==> src/logic/cft_pkg.sv <==
package cft_pkg;

   // Register offsets (word addresses on the plain port)
   localparam logic [3:0] ADDR_MASK = 4'h0;
   localparam logic [3:0] ADDR_COMP = 4'h1;
   localparam logic [3:0] ADDR_CTRL = 4'h2;
   localparam logic [3:0] ADDR_TRIG = 4'h3;
   localparam logic [3:0] ADDR_CMD = 4'h4;
   localparam logic [3:0] ADDR_STATUS = 4'h5;
   localparam logic [3:0] ADDR_WARN = 4'h6;
   localparam logic [3:0] ADDR_TXDATA = 4'h7;

   // Reset values
   localparam logic [31:0] MASK_RESET = 32'h0FFFFFFF;
   localparam logic [31:0] COMP_RESET = 32'h00000000;
   localparam logic [31:0] CTRL_RESET = 32'h00000001;
   localparam logic [31:0] TRIG_RESET = 32'h00000000;

   // Control field positions
   localparam int CTRL_AUTO_START = 0;
   localparam int CTRL_NO_RETRY = 1;
   localparam int CTRL_WARN_LOG = 2;
   localparam int CTRL_LAYOUT_LSB = 4;

   // Trigger field positions
   localparam int TRIG_MODE_LSB = 0;
   localparam int TRIG_TOGGLE = 4;
   localparam int TRIG_LINE_LSB = 8;
   localparam int TRIG_SKIP_LSB = 16;

   // Command bits
   localparam int CMD_START = 0;
   localparam int CMD_TRIG_OUT = 1;

   // Queue entry constants
   localparam logic [31:0] TRIG_STAMP_ID = 32'h40000001;
   localparam logic [1:0] WARN_FRAME_TYPE = 2'h2;
   localparam logic [1:0] TRIG_STAMP_FRAME_TYPE = 2'h3;
   localparam logic [3:0] WARN_FRAME_LEN = 4'h0;
   localparam logic [2:0] TRIG_LINE_MAX = 3'h6;

   // Pulse timing
   localparam int CLOCK_PERIOD_NS = 50;
   localparam int PULSE_MIN_NS = 100;
   localparam int PULSE_CYCLES = (PULSE_MIN_NS + CLOCK_PERIOD_NS - 1) / CLOCK_PERIOD_NS;

   localparam int TX_QUEUE_DEPTH = 10;

   typedef enum logic [2:0] {
      CFT_TRIGGER_OFF = 3'h0,
      CFT_TRIGGER_OUT_ON_COMMAND = 3'h1,
      CFT_TRIGGER_OUT_ON_RECEIVE = 3'h2,
      CFT_TRIGGER_OUT_ON_TRANSMIT = 3'h3,
      CFT_TIMESTAMP_ON_TRIGGER_IN = 3'h4,
      CFT_TRANSMIT_ON_TRIGGER_IN = 3'h5
   } cft_trigger_mode_t;

   typedef enum logic [1:0] {
      CFT_TX_IDLE = 2'b00,
      CFT_TX_BUSY = 2'b01,
      CFT_TX_DONE = 2'b11
   } cft_tx_state_t;

endpackage

==> src/logic/cft_can_filter_retry_trigger.sv <==
// The address map and the address-and-strobe port were decided locally.
`timescale 1ns/100ps
`default_nettype none

module cft_can_filter_retry_trigger
#(
   parameter int QUEUE_DEPTH = cft_pkg::TX_QUEUE_DEPTH,
   parameter int FRAME_WIDTH = 32
)
(
   // Clock and reset
   input wire logic clock,
   input wire logic sys_rst,
   // Register port
   input wire logic [3:0] reg_addr,
   input wire logic [31:0] reg_wdata,
   input wire logic reg_write,
   input wire logic reg_read,
   output logic [31:0] reg_rdata,
   // Received frame from the CAN core
   input wire logic rx_valid,
   input wire logic [10:0] rx_id,
   input wire logic rx_rtr,
   input wire logic [7:0] rx_data0,
   input wire logic [7:0] rx_data1,
   input wire logic [31:0] rx_full_id,
   // Receive queue write side
   output logic rxq_push,
   output logic [31:0] rxq_id,
   output logic [31:0] rxq_stamp,
   output logic [1:0] rxq_frame_type,
   output logic [3:0] rxq_len,
   // Warnings from the CAN core
   input wire logic warn_valid,
   input wire logic [31:0] warn_id,
   // Free-running timestamp
   input wire logic [31:0] timestamp,
   // Transmit engine
   output logic tx_start,
   output logic [FRAME_WIDTH-1:0] tx_frame,
   input wire logic tx_done_ok,
   input wire logic tx_done_fail,
   output logic bus_on,
   // Board trigger bus, seven lines
   input wire logic [6:0] trig_in,
   output logic [6:0] trig_out,
   output logic [6:0] trig_oe
);

   localparam int PTR_W = $clog2(QUEUE_DEPTH + 1);
   localparam logic [2:0] PULSE_LEN = 3'(cft_pkg::PULSE_CYCLES);

   typedef struct packed {
      logic [31:0] mask;
      logic [31:0] comp;
      logic [31:0] ctrl;
      logic [31:0] trig;
      logic started;
      logic warn_flag;
      logic [31:0] warn_last;
      logic [31:0] rdata;
      logic [6:0] sync1;
      logic [6:0] sync2;
      logic [6:0] sync_prev;
      logic [15:0] skip_cnt;
      logic trig_level;
      logic [2:0] pulse_cnt;
      logic [QUEUE_DEPTH-1:0][FRAME_WIDTH-1:0] queue;
      logic [PTR_W-1:0] count;
      logic [FRAME_WIDTH-1:0] last_frame;
      logic have_last;
      logic from_queue;
      cft_pkg::cft_tx_state_t tx_state;
      logic rxq_push;
      logic [31:0] rxq_id;
      logic [31:0] rxq_stamp;
      logic [1:0] rxq_frame_type;
      logic [3:0] rxq_len;
      logic tx_start;
      logic [FRAME_WIDTH-1:0] tx_frame;
   } cft_state_t;

   cft_state_t r;
   cft_state_t next_r;

   logic accept;
   logic [27:0] frame_bits;
   logic [2:0] line;
   cft_pkg::cft_trigger_mode_t mode;
   logic input_mode;
   logic edge_seen;
   logic act_edge;
   logic out_event;
   logic tx_event;
   logic cmd_trig;
   logic q_write;

   always_comb
   begin
      next_r = r;
      next_r.rxq_push = 1'b0;
      next_r.tx_start = 1'b0;
      mode = cft_pkg::cft_trigger_mode_t'(r.trig[cft_pkg::TRIG_MODE_LSB +: 3]);
      line = (r.trig[cft_pkg::TRIG_LINE_LSB +: 3] > cft_pkg::TRIG_LINE_MAX)
         ? cft_pkg::TRIG_LINE_MAX : r.trig[cft_pkg::TRIG_LINE_LSB +: 3];
      input_mode = (mode == cft_pkg::CFT_TIMESTAMP_ON_TRIGGER_IN)
         || (mode == cft_pkg::CFT_TRANSMIT_ON_TRIGGER_IN);
      cmd_trig = 1'b0;
      q_write = 1'b0;
      tx_event = 1'b0;

      // Register access; read data stands one cycle later
      next_r.rdata = 32'h00000000;
      if (reg_read)
      begin
         unique case (reg_addr)
            cft_pkg::ADDR_MASK: next_r.rdata = r.mask;
            cft_pkg::ADDR_COMP: next_r.rdata = r.comp;
            cft_pkg::ADDR_CTRL: next_r.rdata = r.ctrl;
            cft_pkg::ADDR_TRIG: next_r.rdata = r.trig;
            cft_pkg::ADDR_STATUS: next_r.rdata = {24'h000000, r.have_last, 4'(r.count),
               r.trig_level, r.warn_flag, r.started};
            cft_pkg::ADDR_WARN: next_r.rdata = r.warn_last;
            default: next_r.rdata = 32'h00000000;
         endcase
         // Reading status consumes the warning flag
         if (reg_addr == cft_pkg::ADDR_STATUS)
            next_r.warn_flag = 1'b0;
      end
      if (reg_write)
      begin
         unique case (reg_addr)
            cft_pkg::ADDR_MASK: next_r.mask = {4'h0, reg_wdata[27:0]};
            cft_pkg::ADDR_COMP: next_r.comp = {4'h0, reg_wdata[27:0]};
            cft_pkg::ADDR_CTRL: next_r.ctrl = reg_wdata;
            cft_pkg::ADDR_TRIG: next_r.trig = reg_wdata;
            cft_pkg::ADDR_CMD:
            begin
               if (reg_wdata[cft_pkg::CMD_START])
                  next_r.started = 1'b1;
               cmd_trig = reg_wdata[cft_pkg::CMD_TRIG_OUT];
            end
            cft_pkg::ADDR_TXDATA: q_write = 1'b1;
            default: ;
         endcase
      end

      // Auto-start: communication runs from release of reset
      if (r.ctrl[cft_pkg::CTRL_AUTO_START])
         next_r.started = 1'b1;

      // Acceptance filter, single standard layout
      // Identifier on top so no identifier bit falls outside the 28 compared bits
      frame_bits = {rx_id, rx_rtr, rx_data0, rx_data1};
      accept = &(r.mask[27:0] | ~(frame_bits ^ r.comp[27:0]));

      // Trigger input sync and edge detect
      next_r.sync1 = trig_in;
      next_r.sync2 = r.sync1;
      next_r.sync_prev = r.sync2;
      edge_seen = input_mode && r.sync2[line] && !r.sync_prev[line];
      act_edge = 1'b0;
      if (edge_seen)
      begin
         if (r.skip_cnt >= r.trig[cft_pkg::TRIG_SKIP_LSB +: 16])
         begin
            act_edge = 1'b1;
            next_r.skip_cnt = 16'h0000;
         end
         else
            next_r.skip_cnt = r.skip_cnt + 16'h0001;
      end
      if (!input_mode)
         next_r.skip_cnt = 16'h0000;

      // Receive queue entries; one per cycle, timestamp entry first
      if (act_edge && mode == cft_pkg::CFT_TIMESTAMP_ON_TRIGGER_IN)
      begin
         next_r.rxq_push = 1'b1;
         next_r.rxq_id = cft_pkg::TRIG_STAMP_ID;
         next_r.rxq_stamp = timestamp;
         next_r.rxq_frame_type = cft_pkg::TRIG_STAMP_FRAME_TYPE;
         next_r.rxq_len = {1'b0, line};
      end
      else if (rx_valid && accept && r.started)
      begin
         next_r.rxq_push = 1'b1;
         next_r.rxq_id = rx_full_id;
         next_r.rxq_stamp = timestamp;
         next_r.rxq_frame_type = {1'b0, rx_rtr};
         next_r.rxq_len = 4'h8;
      end
      else if (warn_valid && r.ctrl[cft_pkg::CTRL_WARN_LOG])
      begin
         next_r.rxq_push = 1'b1;
         next_r.rxq_id = warn_id;
         next_r.rxq_stamp = timestamp;
         next_r.rxq_frame_type = cft_pkg::WARN_FRAME_TYPE;
         next_r.rxq_len = cft_pkg::WARN_FRAME_LEN;
      end
      // Warning with logging off, or crowded out of the queue this cycle
      if (warn_valid && !(r.ctrl[cft_pkg::CTRL_WARN_LOG] && next_r.rxq_push
         && next_r.rxq_frame_type == cft_pkg::WARN_FRAME_TYPE))
      begin
         next_r.warn_flag = 1'b1;
         next_r.warn_last = warn_id;
      end

      // Transmit engine handshake
      unique case (r.tx_state)
         cft_pkg::CFT_TX_IDLE:
         begin
            if (r.started && r.count != '0 && mode != cft_pkg::CFT_TRANSMIT_ON_TRIGGER_IN)
            begin
               next_r.tx_start = 1'b1;
               next_r.tx_frame = r.queue[0];
               next_r.from_queue = 1'b1;
               next_r.tx_state = cft_pkg::CFT_TX_BUSY;
            end
            else if (r.started && act_edge && mode == cft_pkg::CFT_TRANSMIT_ON_TRIGGER_IN)
            begin
               if (r.count != '0)
               begin
                  next_r.tx_start = 1'b1;
                  next_r.tx_frame = r.queue[0];
                  next_r.from_queue = 1'b1;
                  next_r.tx_state = cft_pkg::CFT_TX_BUSY;
               end
               else if (r.have_last)
               begin
                  next_r.tx_start = 1'b1;
                  next_r.tx_frame = r.last_frame;
                  next_r.from_queue = 1'b0;
                  next_r.tx_state = cft_pkg::CFT_TX_BUSY;
               end
            end
         end
         cft_pkg::CFT_TX_BUSY:
         begin
            if (tx_done_ok)
            begin
               tx_event = r.from_queue;
               next_r.tx_state = cft_pkg::CFT_TX_DONE;
            end
            else if (tx_done_fail)
            begin
               if (r.ctrl[cft_pkg::CTRL_NO_RETRY])
                  next_r.tx_state = cft_pkg::CFT_TX_DONE;
               else
                  next_r.tx_start = 1'b1;
            end
         end
         cft_pkg::CFT_TX_DONE:
            next_r.tx_state = cft_pkg::CFT_TX_IDLE;
         default:
            next_r.tx_state = cft_pkg::CFT_TX_IDLE;
      endcase

      // Queue pop on completion, push on write; full queue drops writes
      if (r.tx_state == cft_pkg::CFT_TX_DONE && r.from_queue)
      begin
         for (int i = 0; i < QUEUE_DEPTH - 1; i++)
            next_r.queue[i] = r.queue[i + 1];
         next_r.count = r.count - PTR_W'(1);
      end
      if (q_write && next_r.count < PTR_W'(QUEUE_DEPTH))
      begin
         next_r.queue[next_r.count] = reg_wdata[FRAME_WIDTH-1:0];
         next_r.count = next_r.count + PTR_W'(1);
         next_r.last_frame = reg_wdata[FRAME_WIDTH-1:0];
         next_r.have_last = 1'b1;
      end

      // Trigger output events
      unique case (mode)
         cft_pkg::CFT_TRIGGER_OUT_ON_COMMAND: out_event = cmd_trig;
         cft_pkg::CFT_TRIGGER_OUT_ON_RECEIVE:
            out_event = next_r.rxq_push && next_r.rxq_frame_type[1] == 1'b0;
         cft_pkg::CFT_TRIGGER_OUT_ON_TRANSMIT: out_event = tx_event;
         default: out_event = 1'b0;
      endcase
      if (r.pulse_cnt != 3'h0)
         next_r.pulse_cnt = r.pulse_cnt - 3'h1;
      if (out_event)
      begin
         if (r.trig[cft_pkg::TRIG_TOGGLE])
            next_r.trig_level = ~r.trig_level;
         else
            next_r.pulse_cnt = PULSE_LEN;
      end
      if (!r.trig[cft_pkg::TRIG_TOGGLE])
         next_r.trig_level = 1'b0;
      if (input_mode || mode == cft_pkg::CFT_TRIGGER_OFF)
      begin
         next_r.trig_level = 1'b0;
         next_r.pulse_cnt = 3'h0;
      end
   end

   always_ff @(posedge clock or posedge sys_rst)
   begin
      if (sys_rst)
      begin
         r <= '0;
         r.mask <= cft_pkg::MASK_RESET;
         r.comp <= cft_pkg::COMP_RESET;
         r.ctrl <= cft_pkg::CTRL_RESET;
         r.trig <= cft_pkg::TRIG_RESET;
         r.tx_state <= cft_pkg::CFT_TX_IDLE;
      end
      else
         r <= next_r;
   end

   logic drive;
   logic out_mode;

   always_comb
   begin
      out_mode = (mode == cft_pkg::CFT_TRIGGER_OUT_ON_COMMAND)
         || (mode == cft_pkg::CFT_TRIGGER_OUT_ON_RECEIVE)
         || (mode == cft_pkg::CFT_TRIGGER_OUT_ON_TRANSMIT);
      drive = r.trig_level | (r.pulse_cnt != 3'h0);
      trig_out = 7'h00;
      trig_oe = 7'h00;
      if (out_mode)
      begin
         trig_out[line] = drive;
         trig_oe[line] = 1'b1;
      end
   end

   assign reg_rdata = r.rdata;
   assign rxq_push = r.rxq_push;
   assign rxq_id = r.rxq_id;
   assign rxq_stamp = r.rxq_stamp;
   assign rxq_frame_type = r.rxq_frame_type;
   assign rxq_len = r.rxq_len;
   assign tx_start = r.tx_start;
   assign tx_frame = r.tx_frame;
   assign bus_on = r.started;

endmodule

`default_nettype wire

==> config.mk <==
export PLATFORM = sky130hd
export DESIGN_NAME = cft_can_filter_retry_trigger
export DESIGN_NICKNAME = d
export VERILOG_FILES = /design/src/logic/cft_pkg.sv /design/src/logic/cft_can_filter_retry_trigger.sv
export SDC_FILE = /design/constraint.sdc
export NUM_CORES = 2
export LEC_CHECK = 0
export BUFFER_PORTS_ARGS = -buffer_cell sky130_fd_sc_hd__buf_4
export CAP_MARGIN = 20
export CORE_MARGIN = 2
export CORE_UTILIZATION = 54
export CTS_CLUSTER_SIZE = 10
export DETAILED_ROUTE_END_ITERATION = 8
export PLACE_DENSITY = 0.74
export SYNTH_ARGS = -nofsm -noshare
export SYNTH_HDL_FRONTEND = slang
export SYNTH_SLANG_ARGS = --single-unit
==> constraint.sdc <==
create_clock -name clock -period 77.3 [get_ports clock]
set_input_delay 15.46 -clock clock [delete_from_list [all_inputs] [get_ports clock]]
set_output_delay 15.46 -clock clock [all_outputs]
set_load 0.01 [all_outputs]
==> run_results.csv <==
group,metric,value,unit
logic_synthesis,synthFlopType,"dfrtp_1",
sta,slew_headroom,26.2,%
logic_synthesis,yosysUniqueCellTypes,65,
min_path,whs_path_depth,0,
detailed_routing,viasPerCell,5.97,
logic_synthesis,ys_seq_elements,691,
clocking,clock-sinks,691,
logic_synthesis,ys_seq_area_share,55.2,%
place,gp_congestion,0.919,
logic_synthesis,yosys.area.top_type,"dfrtp_1",
floorplanning,die_w,245,um
worst_setup_path,path_class,"input pin to flop",
worst_setup_path,rr_worst_depth,9,
worst_setup_path,start_kind,"input pin",
sta,fin_crit,18.05,ns
worst_setup_path,crit_path_end_kind,"flop",
power,ir_drop,0.0238,mV
logic_synthesis,synth_top_area_share,52.7,%
detailed_routing,route.final.wire_length,84900,um
worst_setup_path,critPathMaxFanout,72,
final_layout,layout-drive-gt1-share,20.6,%
floorplanning,die_area,60100,sq um
final_layout,final_cell_mix,"nand2_1 (666), dfrtp_1 (662), nor2_1 (374)",
power,power,1.15,mW
clocking,tritoncts,"yes",
clocking,cts-resized-gates,0,
detailed_routing,first_pass_iters,8,
detailed_routing,wl_per_cell,21.1,um
min_path,min_to,"next_r[487]",
sta,rsz0062_at_grt,"false",
logic_synthesis,yosys-top-cells-area,"dfrtp_1 (53%), nand2_1 (8.1%), a31oi_1 (6.2%)",
sta,tightest_slew,1.10,ns
clocking,clk_path_buf_depth,3,
floorplanning,start_util,54.6,%
detailed_routing,met3_length,5730,um
global_route,grtUsageTotal,28.1,%
place,dpl.hpwl,54800,um
clocking,cts_setup_buffers,0,
global_route,grt_max_degree,219,
logic_synthesis,yosysWarnings,0,
floorplanning,coreArea,57600,sq um
detailed_routing,routed.top_layer,"met5",
final_layout,postLayoutCellArea,35600,sq um
worst_setup_path,r2r-start,"mode[2]",
final_layout,areaGrowthSynthToFinish,13.4,%
sta,min_period_over_period,23.3,%
floorplanning,die_h,245,um
detailed_routing,vias,24038,
final_layout,fin_nets,3424,
logic_synthesis,synthesis.area,31400,sq um
power,p_leak,16.4,nW
clocking,cts_buffers,79,
clocking,cts-root-buf,"clkbuf_16",
min_path,hold_class,"flop to flop",
logic_synthesis,syn_area_per_cell,10.0,sq um
outcome,outcome,"completed",
sta,finalSetupTns,0,ns
global_route,antenna_found_initial,2,
detailed_routing,ant_nets,0,
place,place_area,33300,sq um
detailed_routing,wl_met2,42000,um
detailed_routing,drt_drc_violations_left,0,
sta,setup-violations-final,0,
global_route,grt-ovfl-total,0,
sta,drv_slew,0,
clocking,cts.clk_slew.worst_paths,0.05,ns
logic_synthesis,syn_inst,3143,
final_layout,fill_cells,4524,
flow_run,drv_cap,0,
clocking,clk_latency,0.62,ns
global_route,grt_pass1_vias,23847,
clocking,htree_levels,3,
logic_synthesis,async_reset_ff_share,100,%
floorplanning,rows,88,
sta,finalClockSkew,0.0165,ns
detailed_routing,drt_iter0_drc,2234,
worst_setup_path,rrSetupSlack,73.49,ns
final_layout,mostFrequentLayoutCell,"nand2_1",
global_route,grt_pass1_wl,133000,um
clocking,holdBufCountCts,0,
logic_synthesis,synth_edf_count,0,
worst_setup_path,cp.required,77.79,ns
sta,fmax,55.4,MHz
min_path,min_from,"next_r[494]",
worst_setup_path,timing.rr.end,"r[537]",
sta,finalHoldViolations,0,
power,powerDensity,32.4,nW/um^2
logic_synthesis,syn_nets,3342,
final_layout,n_antenna_cell,0,
worst_setup_path,cp.arrival,18.53,ns
place,numPortBuffers,325,
detailed_routing,wl_met1,33800,um
floorplanning,pin_count,326,
worst max-delay path by stage:
| stage | endpoint | startpoint | cells after the start | slack, ns |
|---|---|---|---|---|
| global route | rxq_stamp[6] | rx_id[2] | 9 | 59.15 |
| global placement | r[537] | rx_data0[1] | 9 | 58.75 |
| floorplan | bus_on | sys_rst | 1 | 42.51 |
| CTS | r[537] | rx_id[2] | 9 | 59.23 |
| detailed placement | r[537] | rx_id[2] | 9 | 58.59 |
| finish | rxq_stamp[6] | rx_id[2] | 9 | 59.25 |
power by group:
group	internal [mW]	switching [mW]
Combinational	0.123	0.160
Sequential	0.467	0.0680
Clock	0.196	0.140
Total	0.786	0.368
sequential cells by signal, indices dropped and copies added, names as in the netlist, 3 cells and up:
name,flops
mode,3
rxq_stamp,32
reg_rdata,32
next_r,14
rxq_len,4
tx_frame,32
r,537
rxq_id,32
area by class of cell:
type                       instances  area [sq um]  share of cell area, %
clock inverter                     3          32.5                 0.0913
clock buffer                     114          2210                   6.22
tap                              765           957                   2.69
multi-input combinational       2056         12100                   34.1
sequential                       691         17300                   48.6
timing repair buffer             367          2840                   7.96
inverter                          30           120                  0.337
synthesized netlist by cell type, types with 8 or more instances:
master,number
nor2_1,375
a211oi_1,30
inv_1,29
nor2b_1,10
mux2_2,155
mux2_1,94
o21ai_1,41
o21ai_0,27
a222oi_1,13
xnor2_1,33
buf_4,140
nor3_1,9
buf_1,9
nand2_1,676
nand3_1,10
ha_1,24
mux2i_1,42
o22ai_1,13
nand2b_1,12
a31oi_1,313
dfstp_2,29
a21oi_1,19
buf_2,23
and3_1,9
a22oi_1,78
dfrtp_1,662
o211ai_1,8
clkbuf_1,192
through the flow:
step / setup slack [ns] / cells / hold slack [ns] / util, %
after global routing: 59.15 / 4026 / 0.356 / 61.9
after CTS: 59.23 / 4022 / 0.349 / 61.7
after floorplan: 42.51 / 3143 / 0.331 / -
after global placement: 58.75 / 3904 / 0.334 / 57.8
after detailed placement: 58.59 / 3905 / 0.341 / 57.8
final: 59.25 / 4026 / 0.346 / 61.9
critical path, stage by stage:
cell and delay, ns:
buf_4 0.12, xnor2_1 0.12, o22ai_1 0.49, nor4_1 0.17, nand4_1 0.15, buf_4 0.56
nand2_1 0.22, nor2_4 0.80, mux2_1 0.40
metal layers:
metal | global-route usage, % | vias to the layer above
met5 | 0 | -
met2 | 47.3 | 910
met4 | 12.5 | 2
met1 | 35.6 | 12139
met3 | 4.95 | 163
li1 | - | 10824
logic make-up (layout without fill, tap and decap cells):
| group | count (synthesis) | after routing | share of synthesized area [%] |
|---|---|---|---|
| xor gates and xnor gates | 34 | 34 | 0.948 |
| and+or+nand+nor | 1141 | 1141 | 14.4 |
| DFF | 691 | 691 | 55.2 |
| adders and majority gates | 24 | 24 | 0.956 |
| AOI/OAI and AO/OA | 566 | 566 | 11.7 |
| buffers and inverters | 396 | 514 | 6.54 |
| muxes | 291 | 291 | 10.3 |
Note: power is estimated with default switching activity, not from simulation.
